[src/inc/swr_pkg.sv]
// Shared constants and types for the single-wire slave ROM layer.
// Assumes a 40 MHz system clock; all times are converted to cycles here.
package swr_pkg;

  // ********************************************************************
  // Clock and timing
  // ********************************************************************
  localparam int unsigned CLK_PERIOD_PS = 25000;
  // Slave sampling point of a write slot (least time, rounded up)
  localparam int unsigned STD_SAMPLE_NS = 30000;
  localparam int unsigned OD_SAMPLE_NS = 3000;
  // Read-zero pulldown end (longest time, rounded down)
  localparam int unsigned STD_READ_LOW_NS = 45000;
  localparam int unsigned OD_READ_LOW_NS = 6000;
  // Rising edge hold-off window
  localparam int unsigned STD_HOLDOFF_NS = 5000;
  localparam int unsigned OD_HOLDOFF_NS = 1000;
  // Presence high delay and presence low duration
  localparam int unsigned STD_PDH_NS = 30000;
  localparam int unsigned OD_PDH_NS = 3000;
  localparam int unsigned STD_PDL_NS = 120000;
  localparam int unsigned OD_PDL_NS = 12000;
  // Reset low time: detection thresholds and long reset
  localparam int unsigned STD_RESET_NS = 480000;
  localparam int unsigned OD_RESET_NS = 48000;
  localparam int unsigned LONG_RESET_NS = 480000;

  localparam int unsigned CNT_W = 16;
  localparam logic [15:0] STD_SAMPLE_CYC =
    16'((STD_SAMPLE_NS * 1000 + CLK_PERIOD_PS - 1) / CLK_PERIOD_PS);
  localparam logic [15:0] OD_SAMPLE_CYC =
    16'((OD_SAMPLE_NS * 1000 + CLK_PERIOD_PS - 1) / CLK_PERIOD_PS);
  localparam logic [15:0] STD_READ_LOW_CYC = 16'((STD_READ_LOW_NS * 1000) / CLK_PERIOD_PS);
  localparam logic [15:0] OD_READ_LOW_CYC = 16'((OD_READ_LOW_NS * 1000) / CLK_PERIOD_PS);
  localparam logic [15:0] STD_HOLDOFF_CYC =
    16'((STD_HOLDOFF_NS * 1000 + CLK_PERIOD_PS - 1) / CLK_PERIOD_PS);
  localparam logic [15:0] OD_HOLDOFF_CYC =
    16'((OD_HOLDOFF_NS * 1000 + CLK_PERIOD_PS - 1) / CLK_PERIOD_PS);
  localparam logic [15:0] STD_PDH_CYC =
    16'((STD_PDH_NS * 1000 + CLK_PERIOD_PS - 1) / CLK_PERIOD_PS);
  localparam logic [15:0] OD_PDH_CYC =
    16'((OD_PDH_NS * 1000 + CLK_PERIOD_PS - 1) / CLK_PERIOD_PS);
  localparam int unsigned STD_PDL_CYC = (STD_PDL_NS * 1000 + CLK_PERIOD_PS - 1) / CLK_PERIOD_PS;
  localparam logic [15:0] OD_PDL_CYC =
    16'((OD_PDL_NS * 1000 + CLK_PERIOD_PS - 1) / CLK_PERIOD_PS);
  localparam int unsigned STD_RESET_CYC =
    (STD_RESET_NS * 1000 + CLK_PERIOD_PS - 1) / CLK_PERIOD_PS;
  localparam logic [15:0] OD_RESET_CYC =
    16'((OD_RESET_NS * 1000 + CLK_PERIOD_PS - 1) / CLK_PERIOD_PS);
  localparam int unsigned LONG_RESET_CYC =
    (LONG_RESET_NS * 1000 + CLK_PERIOD_PS - 1) / CLK_PERIOD_PS;

  // ********************************************************************
  // ROM commands
  // ********************************************************************
  localparam logic [7:0] CMD_READ_ROM = 8'h33;
  localparam logic [7:0] CMD_MATCH_ROM = 8'h55;
  localparam logic [7:0] CMD_SEARCH_ROM = 8'hf0;
  localparam logic [7:0] CMD_SKIP_ROM = 8'hcc;
  localparam logic [7:0] CMD_RESUME = 8'ha5;
  localparam logic [7:0] CMD_OD_SKIP_ROM = 8'h3c;
  localparam logic [7:0] CMD_OD_MATCH_ROM = 8'h69;
  localparam logic [5:0] LAST_ID_BIT = 6'h3f;
  localparam logic [5:0] LAST_CMD_BIT = 6'h07;
  localparam int unsigned FIFO_DEPTH = 4;

  // ********************************************************************
  // Types
  // ********************************************************************
  typedef enum logic [2:0] {
    SL_IDLE = 3'h0,
    SL_LOW = 3'h1,
    SL_HOLD = 3'h3,
    SL_RST = 3'h2,
    SL_PDH = 3'h6,
    SL_PDL = 3'h7
  } swr_slot_e;

  typedef enum logic [3:0] {
    RM_IDLE = 4'h0,
    RM_CMD = 4'h1,
    RM_MATCH = 4'h3,
    RM_FUNC = 4'h2,
    RM_READ = 4'h6,
    RM_STRUE = 4'h7,
    RM_SCMP = 4'h5,
    RM_SDIR = 4'h4,
    RM_DEAD = 4'hc
  } swr_rom_e;

  // Completed slot: one-cycle valid with sampled line level
  typedef struct packed {
    logic valid;
    logic value;
  } swr_bit_s;

  // Completed reset pulse: valid and whether it was a long one
  typedef struct packed {
    logic valid;
    logic long_pulse;
  } swr_rst_s;

endpackage

[src/hw/swr_slave.sv]
// Slot engine, ROM command layer and function-byte FIFO of a single-wire slave.
// Assumes the bus level arrives synchronous to clk_sys_i; the pad resolves
// the open-drain wire from bus_oe_o.
`timescale 1ns/1ps

// ********************************************************************
// Function byte FIFO, head entry held in a flip-flop
// ********************************************************************
module swr_fifo #(
  parameter int unsigned WIDTH = 8,
  parameter int unsigned DEPTH = 4
) (
  input wire logic clk_sys_i,
  input wire logic reset_i,
  input wire logic in_valid_i,
  output logic in_ready_o,
  input wire logic [WIDTH-1:0] in_data_i,
  output logic out_valid_o,
  input wire logic out_ready_i,
  output logic [WIDTH-1:0] out_data_o
);
  localparam int unsigned CW = $clog2(DEPTH + 1);
  logic [WIDTH-1:0] mem_r [DEPTH];
  logic [WIDTH-1:0] mem_nxt [DEPTH];
  logic [CW-1:0] count_r, count_nxt, wr_pos;
  logic valid_r, valid_nxt, push, pop;

  assign in_ready_o = (count_r != CW'(DEPTH));
  assign push = in_valid_i && in_ready_o;
  assign pop = valid_r && out_ready_i;
  assign out_valid_o = valid_r;
  assign out_data_o = mem_r[0];

  always_comb begin
    wr_pos = pop ? count_r - CW'(1) : count_r;
    count_nxt = count_r + CW'(push) - CW'(pop);
    valid_nxt = (count_nxt != '0);
  end

  for (genvar k = 0; k < DEPTH; k++) begin : g_entry
    always_comb begin
      if (push && wr_pos == CW'(k)) begin
        mem_nxt[k] = in_data_i;
      end else if (pop && k < DEPTH - 1) begin
        mem_nxt[k] = mem_r[(k + 1) % DEPTH];
      end else begin
        mem_nxt[k] = mem_r[k];
      end
    end
    always_ff @(posedge clk_sys_i) begin
      mem_r[k] <= mem_nxt[k];
    end
  end

  always_ff @(posedge clk_sys_i) begin
    if (reset_i) begin
      count_r <= '0;
      valid_r <= 1'b0;
    end else begin
      count_r <= count_nxt;
      valid_r <= valid_nxt;
    end
  end
endmodule // swr_fifo

// Overview of operation
// - Every bus slot carries one bit; write slots in, read slots out.
// - Each master falling edge in idle starts the slot timer for sample and pulldown.
// - Read zero: slave pulls low and releases when its slot timer expires.
// - Read one: slave never drives the line.
// - After presence, accept one eight-bit ROM command; seven exist.
// - Read ROM sends the 64-bit identifier.
// - Match ROM compares 64 bits; mismatch idles until next reset.
// - Search ROM: true bit, complement, master bit; leave on difference.
// - Skip ROM goes straight to function commands.
// - Resume goes to function commands only if resume flag set.
// - Resume flag set only by successful match, search or overdrive match.
// - Resume flag cleared when another device is addressed.
// - Overdrive skip sets overdrive flag and goes to function commands.
// - Overdrive match receives at fast speed; restores the previous speed on mismatch.
// - Lows inside the hold-off after a rise are ignored; later lows start slots.
// - Long reset clears overdrive; short overdrive reset keeps it.
// - After reset release, wait presence high delay, then pull low.
module swr_slave
  import swr_pkg::*;
#(
  parameter logic [63:0] ROM_ID = 64'h5a00_0000_0000_0128, // Arbitrary value
  parameter int unsigned RST_STD_CYC = STD_RESET_CYC,
  parameter int unsigned RST_LONG_CYC = LONG_RESET_CYC,
  parameter int unsigned PDL_CYC = STD_PDL_CYC,
  parameter int unsigned DEPTH = FIFO_DEPTH
) (
  input wire logic clk_sys_i,
  input wire logic reset_i,
  input wire logic bus_in_i,
  output logic bus_out_o,
  output logic bus_oe_o,
  output logic fn_valid_o,
  input wire logic fn_ready_i,
  output logic [7:0] fn_data_o,
  output logic selected_o,
  output logic overdrive_flag_o,
  output logic resume_flag_o
);

  // ********************************************************************
  // Slot engine
  // ********************************************************************
  swr_slot_e sl_r, sl_nxt;
  logic [15:0] cnt_r, cnt_nxt;
  logic drv_r, drv_nxt;
  swr_bit_s ev_r, ev_nxt;
  swr_rst_s rst_r, rst_nxt;
  logic [15:0] t_samp, t_rlow, t_hold, t_pdh, t_pdl, t_rst;
  logic od_r, tx_en_r, tx_bit_r, stall;

  always_comb begin
    t_samp = od_r ? OD_SAMPLE_CYC : STD_SAMPLE_CYC;
    t_rlow = od_r ? OD_READ_LOW_CYC : STD_READ_LOW_CYC;
    t_hold = od_r ? OD_HOLDOFF_CYC : STD_HOLDOFF_CYC;
    t_pdh = od_r ? OD_PDH_CYC : STD_PDH_CYC;
    t_pdl = od_r ? OD_PDL_CYC : 16'(PDL_CYC);
    t_rst = od_r ? OD_RESET_CYC : 16'(RST_STD_CYC);
    sl_nxt = sl_r;
    cnt_nxt = (cnt_r == 16'hffff) ? cnt_r : cnt_r + 16'h1;
    drv_nxt = drv_r;
    ev_nxt = '0;
    rst_nxt = '0;
    unique case (sl_r)
      SL_IDLE: begin
        if (!bus_in_i) begin
          sl_nxt = SL_LOW;
          cnt_nxt = 16'h0;
          drv_nxt = tx_en_r && !tx_bit_r && !stall;
        end
      end
      SL_LOW: begin
        if (cnt_r == t_samp) begin
          ev_nxt.valid = 1'b1;
          ev_nxt.value = bus_in_i;
        end
        if (cnt_r == t_rlow) begin
          drv_nxt = 1'b0;
        end
        if (bus_in_i && cnt_r > t_samp) begin
          sl_nxt = SL_HOLD;
          cnt_nxt = 16'h0;
        end else if (!bus_in_i && cnt_r >= t_rst) begin
          sl_nxt = SL_RST;
        end
      end
      SL_RST: begin
        if (bus_in_i) begin
          sl_nxt = SL_PDH;
          cnt_nxt = 16'h0;
          rst_nxt.valid = 1'b1;
          rst_nxt.long_pulse = (cnt_r >= 16'(RST_LONG_CYC));
        end
      end
      SL_PDH: begin
        if (cnt_r == t_pdh) begin
          sl_nxt = SL_PDL;
          drv_nxt = 1'b1;
          cnt_nxt = 16'h0;
        end
      end
      SL_PDL: begin
        if (cnt_r == t_pdl) begin
          sl_nxt = SL_HOLD;
          drv_nxt = 1'b0;
          cnt_nxt = 16'h0;
        end
      end
      SL_HOLD: begin
        if (cnt_r == t_hold) begin
          sl_nxt = SL_IDLE;
        end
      end
    endcase
  end

  always_ff @(posedge clk_sys_i) begin
    if (reset_i) begin
      sl_r <= SL_IDLE;
      cnt_r <= 16'h0;
      drv_r <= 1'b0;
      ev_r <= '0;
      rst_r <= '0;
    end else begin
      sl_r <= sl_nxt;
      cnt_r <= cnt_nxt;
      drv_r <= drv_nxt;
      ev_r <= ev_nxt;
      rst_r <= rst_nxt;
    end
  end

  assign bus_out_o = 1'b0;
  assign bus_oe_o = drv_r;

  // ********************************************************************
  // ROM command layer
  // ********************************************************************
  swr_rom_e rs_r, rs_nxt;
  logic [5:0] idx_r, idx_nxt, idx_p1;
  logic [7:0] sh_r, sh_nxt, cmd;
  logic od_nxt, odb_r, odb_nxt, odm_r, odm_nxt, rc_r, rc_nxt;
  logic tx_en_nxt, tx_bit_nxt, pend_r, pend_nxt, sel_r, sel_nxt, f_ready;

  assign idx_p1 = idx_r + 6'h1;
  assign cmd = {ev_r.value, sh_r[7:1]};
  assign stall = pend_r;

  always_comb begin
    rs_nxt = rs_r;
    idx_nxt = idx_r;
    sh_nxt = sh_r;
    od_nxt = od_r;
    odb_nxt = odb_r;
    odm_nxt = odm_r;
    rc_nxt = rc_r;
    tx_en_nxt = tx_en_r;
    tx_bit_nxt = tx_bit_r;
    pend_nxt = pend_r && !f_ready;
    if (rst_r.valid) begin
      rs_nxt = RM_CMD;
      idx_nxt = 6'h0;
      tx_en_nxt = 1'b0;
      if (rst_r.long_pulse) begin
        od_nxt = 1'b0;
      end
    end else if (ev_r.valid) begin
      unique case (rs_r)
        RM_CMD: begin
          sh_nxt = cmd;
          idx_nxt = idx_p1;
          if (idx_r == LAST_CMD_BIT) begin
            idx_nxt = 6'h0;
            odm_nxt = 1'b0;
            if (cmd == CMD_READ_ROM) begin
              rs_nxt = RM_READ;
              tx_en_nxt = 1'b1;
              tx_bit_nxt = ROM_ID[0];
            end else if (cmd == CMD_MATCH_ROM) begin
              rs_nxt = RM_MATCH;
            end else if (cmd == CMD_SEARCH_ROM) begin
              rs_nxt = RM_STRUE;
              tx_en_nxt = 1'b1;
              tx_bit_nxt = ROM_ID[0];
            end else if (cmd == CMD_SKIP_ROM) begin
              rs_nxt = RM_FUNC;
            end else if (cmd == CMD_RESUME) begin
              rs_nxt = rc_r ? RM_FUNC : RM_DEAD;
            end else if (cmd == CMD_OD_SKIP_ROM) begin
              od_nxt = 1'b1;
              rs_nxt = RM_FUNC;
            end else if (cmd == CMD_OD_MATCH_ROM) begin
              odb_nxt = od_r;
              od_nxt = 1'b1;
              odm_nxt = 1'b1;
              rs_nxt = RM_MATCH;
            end else begin
              rs_nxt = RM_DEAD;
            end
          end
        end
        RM_READ: begin
          idx_nxt = idx_p1;
          tx_bit_nxt = ROM_ID[idx_p1];
          if (idx_r == LAST_ID_BIT) begin
            rs_nxt = RM_FUNC;
            tx_en_nxt = 1'b0;
          end
        end
        RM_MATCH: begin
          idx_nxt = idx_p1;
          if (ev_r.value != ROM_ID[idx_r]) begin
            rs_nxt = RM_DEAD;
            rc_nxt = 1'b0;
            od_nxt = odm_r ? odb_r : od_r;
          end else if (idx_r == LAST_ID_BIT) begin
            rs_nxt = RM_FUNC;
            rc_nxt = 1'b1;
          end
        end
        RM_STRUE: begin
          tx_bit_nxt = !ROM_ID[idx_r];
          rs_nxt = RM_SCMP;
        end
        RM_SCMP: begin
          tx_en_nxt = 1'b0;
          rs_nxt = RM_SDIR;
        end
        RM_SDIR: begin
          if (ev_r.value != ROM_ID[idx_r]) begin
            rs_nxt = RM_DEAD;
            rc_nxt = 1'b0;
          end else if (idx_r == LAST_ID_BIT) begin
            rs_nxt = RM_FUNC;
            idx_nxt = 6'h0;
            rc_nxt = 1'b1;
          end else begin
            idx_nxt = idx_p1;
            tx_en_nxt = 1'b1;
            tx_bit_nxt = ROM_ID[idx_p1];
            rs_nxt = RM_STRUE;
          end
        end
        RM_FUNC: begin
          if (!pend_r) begin
            sh_nxt = cmd;
            idx_nxt = {3'h0, idx_p1[2:0]};
            pend_nxt = (idx_r[2:0] == 3'h7);
          end
        end
        RM_IDLE, RM_DEAD: begin
          rs_nxt = rs_r;
        end
      endcase
    end
    sel_nxt = (rs_nxt == RM_FUNC);
  end

  always_ff @(posedge clk_sys_i) begin
    if (reset_i) begin
      rs_r <= RM_IDLE;
      idx_r <= 6'h0;
      sh_r <= 8'h0;
      od_r <= 1'b0;
      odb_r <= 1'b0;
      odm_r <= 1'b0;
      rc_r <= 1'b0;
      tx_en_r <= 1'b0;
      tx_bit_r <= 1'b0;
      pend_r <= 1'b0;
      sel_r <= 1'b0;
    end else begin
      rs_r <= rs_nxt;
      idx_r <= idx_nxt;
      sh_r <= sh_nxt;
      od_r <= od_nxt;
      odb_r <= odb_nxt;
      odm_r <= odm_nxt;
      rc_r <= rc_nxt;
      tx_en_r <= tx_en_nxt;
      tx_bit_r <= tx_bit_nxt;
      pend_r <= pend_nxt;
      sel_r <= sel_nxt;
    end
  end

  assign selected_o = sel_r;
  assign overdrive_flag_o = od_r;
  assign resume_flag_o = rc_r;

  swr_fifo #(
    .WIDTH(8),
    .DEPTH(DEPTH)
  ) u_fifo (
    .clk_sys_i(clk_sys_i),
    .reset_i(reset_i),
    .in_valid_i(pend_r),
    .in_ready_o(f_ready),
    .in_data_i(sh_r),
    .out_valid_o(fn_valid_o),
    .out_ready_i(fn_ready_i),
    .out_data_o(fn_data_o)
  );
endmodule // swr_slave

[config.mk]
export PLATFORM = sky130hd
export DESIGN_NAME = swr_slave
export DESIGN_NICKNAME = d
export VERILOG_FILES = /design/src/inc/swr_pkg.sv /design/src/hw/swr_slave.sv
export SDC_FILE = /design/constraint.sdc
export NUM_CORES = 1
export LEC_CHECK = 0
export BUFFER_PORTS_ARGS = -buffer_cell sky130_fd_sc_hd__buf_2
export CAP_MARGIN = 20
export CORE_ASPECT_RATIO = 1.1
export CORE_MARGIN = 2
export CORE_UTILIZATION = 50
export CTS_CLUSTER_DIAMETER = 80
export CTS_CLUSTER_SIZE = 28
export DETAILED_ROUTE_END_ITERATION = 12
export PLACE_DENSITY = 0.69
export SLEW_MARGIN = 20
export SYNTH_ARGS = -nofsm -noshare
export SYNTH_HDL_FRONTEND = slang
export SYNTH_SLANG_ARGS = --single-unit
[constraint.sdc]
create_clock -name clk_sys_i -period 2.7 [get_ports clk_sys_i]
set_clock_uncertainty 0.2 [all_clocks]
set_input_delay 0 -clock clk_sys_i [delete_from_list [all_inputs] [get_ports clk_sys_i]]
set_output_delay 0 -clock clk_sys_i [all_outputs]
set_load 0.05 [all_outputs]
==> results of run 1 <==
==> state kept, by name (all words and copies together), names as in the netlist, 2 cells and up, named ones only <==
signal          cells
u_fifo.mem_r       32
cnt_r              16
sh_r                8
idx_r               6
rs_r                4
sl_r                3
u_fifo.count_r      3
rst_r               2
==> tightest hold or removal path: stages <==
cell	delay, ns
buf_2	0.07
nand2_1	0.05
buf_4	0.16
nand2_2	0.16
==> per-layer routing <==
layer  share of wire (%)  GRT usage, %  up-vias
met4                 1.8          7.24        0
met5                   0             0        -
met3                 3.3          3.46       20
li1                    -             -     2008
met1                  44          27.0     1964
met2                  51          37.0      102
==> where the power goes <==
group	total, W	switching (W)	internal [W]
clock network	0.000978	0.000510	0.000468
registers	0.00155	0.0000762	0.00148
logic	0.000694	0.000439	0.000254
==> area by class of cell <==
type | instances | area [um2] | area share, %
multi-input combinational | 398 | 2790 | 49.9
sequential | 87 | 2070 | 37.0
timing repair buffer | 44 | 295 | 5.28
tap | 120 | 150 | 2.69
clock buffer | 10 | 138 | 2.46
clock inverter | 6 | 75.1 | 1.34
inverter | 20 | 75.1 | 1.34
==> timing repair <==
item / CTS / global route
setup endpoints to repair: 1 / 26
gates resized for setup: 1 / 10
hold buffers: 2 / 0
pin swaps: 0 / 1
endpoints found under the hold margin: 23 / 0
gates cloned: 0 / 1
==> how the worst min path moves through the flow <==
stage	from	to	slack [ns]
after floorplan	bus_in_i	cmd[7]	-0.08
after CTS	fn_ready_i	u_fifo.mem_r[1][7]	0.1
after global placement	bus_in_i	cmd[7]	0.13
final	fn_ready_i	u_fifo.mem_r[2][1]	0.05
after detailed placement	bus_in_i	cmd[7]	0.13
after global routing	fn_ready_i	u_fifo.mem_r[2][1]	0.08
==> kinds of logic after synthesis <==
kind of cell / synth area share, %
AND/OR/NAND/NOR: 23.7
buffers and inverters: 4.87
XOR/XNOR: 4.18
AO/OA/AOI/OAI: 12.8
multiplexers: 8.38
other: 0.0745
adder cells (fa/ha/maj): 5.12
flip-flops: 41.0
==> Yosys cell counts, drive strengths merged, types with 16 or more instances <==
cell type | count | area share (%)
dfxtp | 55 | 22
o21ai | 19 | 2.0
ha | 19 | 4.7
a21oi | 24 | 2.5
nand2 | 33 | 2.5
nor2 | 70 | 5.3
xnor2 | 16 | 2.8
nor3 | 22 | 2.2
buf | 18 | 2.4
edfxtp | 32 | 19
mux2 | 25 | 5.6
inv | 20 | 1.5
==> stage by stage <==
stage	setup WS (ns)	TNS, ns	utilization [%]	instances
3_3_place_gp	0.112	0	53.8	666
2_1_floorplan	0.0294	0	-	535
6_report	0.159	0	56.8	685
3_5_place_dp	0.0417	0	53.8	666
4_1_cts	0.0704	0	56.1	684
5_1_grt	-0.00720	-0.00720	56.8	685
==> results.md, run 1 <==
* Status: complete, no violations
* # setup viols final at 0
* Peak supply drop at 0.387 mV
* Setup Fix Bufs, Post-CTS at 0
* Core Region at 9840 um2
* Post-layout minimum cycle time at 2.54 ns
* Vias after detailed routing at 4094
* Largest net degree at the start of global routing at 32
* Starting DRT DRC Count at 294
* Worst hold margin at 0.0492 ns
* Ports at 18
* H-tree depth at 3
* Reg2Reg Depth at 8
* Critical path capture point type: flip-flop
* First-pass GRT wire length at 18500 um
* Wire per inst at 16.5 um
* Cell variety after synth at 72
* Final WL at 11300 um
* Worst Path Max Fanout at 8
* Final-layout fill cell count at 904
* CTS tree: done
* Commonest cells after routing, fill and taps aside: nor2_1, dfxtp_1, edfxtp_1
* Clk sinks at 87
* Post-Syn Area at 5030 um2
* MaxCap Viol Count at 0
* Cell family with the largest share of critical-path delay: simple AND/OR/NAND/NOR gates
* Commonest non-fill, non-tap cell in the layout: nor2_1
* Req. time, crit path at 2.76 ns
* Setup crit start: idx_r[1]
* Area Growth Syn to Fin at 11.0%
* Antenna violations before repair at 0
* Die Ht at 109 um
* Asr flop ratio synth at 0%
* Total power at 0.00323 W
* Num rows at 38
* Reg-to-reg endpoint: selected_o
* Number of remaining DRC errors at 0
* Port Buffer Count at 16
* DR pass1 iterations at 5
* Final period util at 94.1%
* Clock Latency Late Sink at 0.36 ns
* Share of cells above drive strength 1 at 18.8%
* Number of global-route vias before repair at 3847
* GR Util All Layers at 21.3%
* Synth warn at 0
* Die area at 10900 um2
* Chip width at 99.7 um
* Slew Viols, Final at 0
* Power Density at 577 nW/um2
* Design area at 5590 um2
* DRT antenna net count at 0
* Synth Instances at 535
* GRT overflow at 0
* Drt via density at 5.98
* CTS root buf: clkbuf_8
* Dpl hpwl at 8040 um
* Fin. Hold Viols at 0
* Worst endpoint data arrival time at 2.60 ns
* Placed instance area at 5290 um2
* Hold WC Path Type: in2reg
* Cts bufs inserted at 9
* Crit path to: selected_o
* Reg2Reg Setup Slack at 0.16 ns
* Buffers plus inverters on the worst setup path at 0
* Fmax at 394 MHz
* Clock Path Buffers at 2
* Critical path depth at 8
* EDFF count, synth at 32
* Critical Path Source Type: flip-flop
* Cells on Worst Hold Path at 4
* Worst Path Class, Setup: reg2reg
* Initial core utilization at 51.1%
* CP Cell Sequence: ha_1 -> nand4bb_1 -> nor2_2 -> nand3_1 -> nor4_2 -> a21o_1 -> a31oi_1 -> and4b_1
* Reg2Reg Launch Point: idx_r[1]
* Diode count at 0
* Slew headroom at 55.2%
* Slowest CP cell: dfxtp_1
* Synthesized area per cell at 9.41 um2
* #FFs+latches synth at 87
* Final #Nets at 584
* Clk slew on worst S/H paths at 0.10 ns
* CP max stage delay at 0.49 ns
* Worst Tran Pin Value at 0.672 ns
* Leakage Power at 2.06 nW
* Sequential share of the synthesized area at 41.0%
* Mapped Nets at 559
* Synth Flop Type: dfxtp_1
* RD Place Congestion at 0.956
No activity file was read; power rests on OpenSTA's default activity.
==> run 2, diff against run 1 <==
Settings changed: ABC_AREA from default to 1.
==> results.md, run 2 <==
* Placed Cells at 824 (+24%)
* RD Place Congestion at 0.927 (-3.0%)
* Diode count at 0 (unchanged)
* Largest register by flop count: u_fifo.mem_r
* Resize count post-CTS at 0 (-1)
* Slew Viols, Final at 0 (unchanged)
* Initial core utilization at 51.8% (+0.67 points)
* GR Util All Layers at 21.8% (+0.52 points)
* Asr flop ratio synth at 0% (unchanged)
* Footprint of the multi-input gates at 2650 um2 (-5.2%)
* Leakage Power at 2.42 nW (+17%)
* Vias after detailed routing at 4575 (+12%)
* Yosys top cell by area: dfxtp_1
* Synth warn at 0 (unchanged)
* Mapped Nets at 721 (+29%)
* Core Region at 9940 um2 (+0.97%)
* Worst hold margin at 0.134 ns (+0.0849 ns)
* Worst Tran Pin Value at 0.952 ns (+0.279 ns)
* Share of cells above drive strength 1 at 10.7% (-8.1 points)
* Max reg flops at 32 (unchanged)
* Setup TNS at 0 ns (unchanged)
* Clk sinks at 87 (unchanged)
* Biggest regs: u_fifo.mem_r (32), cnt_r (16), sh_r (8)
* EDFF count, synth at 32 (unchanged)
* Worst Path Class, Setup: reg2reg
* Number of remaining DRC errors at 0 (unchanged)
* Share of Yosys cell area claimed by the top area cell type at 21.4% (-0.49 points)
* Commonest cells after routing, fill and taps aside: nand2_1, inv_1, nor2_1
* Chip width at 101 um (+1.1%)
* Sequential share of the synthesized area at 40.0% (-0.92 points)
* Util after Layout at 56.0% (-0.74 points)
* Slew headroom at 36.1% (-19 points)
* Number of global-route vias before repair at 4472 (+16%)
* Cell Count, Final, Fillers Out at 843 (+23%)
* H-tree depth at 3 (unchanged)
* Clock Path Buffers at 2 (unchanged)
* Post-Route M1 WL at 4860 um (-2.9%)
* Reg area at 2060 um2 (-0.18%)
* Worst endpoint data arrival time at 2.51 ns (-0.09 ns)
* Req. time, crit path at 2.77 ns (about the same)
* Clock Latency Late Sink at 0.36 ns (about the same)
* Critical path capture point type: flip-flop
* Synthesized area per cell at 7.39 um2 (-21%)
* RSZ-0062 raised after global routing: no
* Fmax at 410 MHz (+4.2%)
* Worst Path Max Fanout at 6 (-2)
* Ports at 18 (unchanged)
* Post-layout minimum cycle time at 2.44 ns (-0.102 ns)
* Commonest non-fill, non-tap cell in the layout: nand2_1
* Setup Fix Bufs, Post-CTS at 0 (unchanged)
* CTS tree: done
* Power Density at 600 nW/um2 (+4.0%)
* Count leader, synth: nand2_1
* Drt via density at 5.43 (-9.2%)
* Post-Syn Area at 5150 um2 (+2.3%)
* Uppermost layer routed: met4
* Cell variety after synth at 47 (-35%)
* Synth top cells by count: nand2_1, inv_1, nor2_1
* Met2 wire length at 5780 um (+0.80%)
* Critical Path Source Type: flip-flop
* Starting DRT DRC Count at 225 (-23%)
* Fin. Hold Viols at 0 (unchanged)
* Port Buffer Count at 16 (unchanged)
* Clk slew on worst S/H paths at 0.09 ns (about the same)
* Hold WC Path Type: in2reg
* Final-layout fill cell count at 945 (+4.5%)
* Num rows at 38 (unchanged)
* Synth area leaders: dfxtp_1, edfxtp_1, nand2_1
* Status: complete, no violations
* Final WL at 11400 um (+1.1%)
* Final #Nets at 742 (+27%)
* Area Growth Syn to Fin at 8.17%
* Cts hold-fix bufs at 3 (+1)
* Final period util at 90.3% (-3.8 points)
* MaxCap Viol Count at 0 (unchanged)
* Synth Flop Type: dfxtp_1
* Synth Instances at 697 (+30%)
* Dpl hpwl at 8830 um (+9.8%)
* CTS root buf: clkbuf_8
* # setup viols final at 0 (unchanged)
* #FFs+latches synth at 87 (unchanged)
* DR pass1 iterations at 5 (unchanged)
* Largest net degree at the start of global routing at 17 (-47%)
* Cts bufs inserted at 9 (unchanged)
* Die area at 11100 um2 (+2.2%)
* Peak supply drop at 0.341 mV (-12%)
* GRT overflow at 0 (unchanged)
* Wire per inst at 13.6 um (-18%)
* First-pass GRT wire length at 19800 um (+6.9%)
* Die Ht at 110 um (+1.1%)
* DRT antenna net count at 0 (unchanged)
* Antenna violations before repair at 0 (unchanged)
* Met3 routed WL at 417 um (+10%)
run 2: cell count changes after synthesis, sizes merged, moves of 8 or more:
cell    change
a21oi      +17
buf        -11
inv        +74
mux2       -25
mux2i      -14
nand2     +126
nand2b     -10
nand3      +33
nand4      +12
nor2       +15
nor2b      -13
nor4bb      -8
o21ai      +39
xnor2      -12
run 2: area by class of cell:
class / count / share of cell area [%]
timing repair buffer: 26 / 2.92
multi-input combinational: 500 / 47.5
tap: 120 / 2.70
sequential: 87 / 37.0
clock buffer: 9 / 2.22
inverter: 94 / 6.34
clock inverter: 7 / 1.28
run 2: worst paths after layout:
| path | start | endpoint | slack (ns) | cells after the start |
|---|---|---|---|---|
| hold reg to reg | sh_r[0] | u_fifo.mem_r[3][0] | 0.26 | 0 |
| hold / removal | fn_ready_i | u_fifo.mem_r[2][4] | 0.13 | 3 |
| setup / recovery | u_fifo.out_valid_o | u_fifo.out_valid_o | 0.26 | 12 |
| setup reg to reg | u_fifo.out_valid_o | u_fifo.out_valid_o | 0.26 | 12 |
run 2: through the flow:
stage          power, W  cell area [um2]  worst slack [ns]
2_1_floorplan   0.00229             5150            0.0799
3_3_place_gp    0.00242             5340             0.349
3_5_place_dp    0.00245             5340             0.254
4_1_cts         0.00336             5570             0.239
5_1_grt         0.00354             5570            0.0326
6_report        0.00334             5570             0.262
run 2: power by group:
part           internal, W  switching, W  total [W]  leakage (nW)
combinational     0.000265      0.000592   0.000857          1.57
clock             0.000428      0.000489   0.000916        0.0933
sequential         0.00149     0.0000780    0.00157         0.759
total              0.00219       0.00116    0.00334          2.42
run 2: routing by layer:
layer,track usage [%],up-vias
li1,-,2356
met1,25.3,2079
met2,38.7,110
met3,2.97,30
met4,10.5,0
met5,0,-
run 2: cell families (layout without fill, tap and decap cells):
family                   count (synthesis)  count (layout)  synth area share, %
AO/OA/AOI/OAI                          119             119                 12.9
other                                    1               1               0.0728
buffers and inverters                  110             136                 8.58
AND/OR/NAND/NOR                        345             345                 30.8
adder cells (fa/ha/maj)                 20              20                 5.01
flip-flops                              87              87                 40.0
XOR/XNOR                                15              15                 2.55
run 2: critical path, stage by stage (launching register included):
cell and delay (ns):
dfxtp_1 0.32, nand2_1 0.15, inv_1 0.08, ha_1 0.31, inv_1 0.08, ha_1 0.14
inv_1 0.05, fa_1 0.40, xnor2_1 0.18, xor2_1 0.22, nand3_1 0.10, nand2_1 0.07
inv_1 0.04
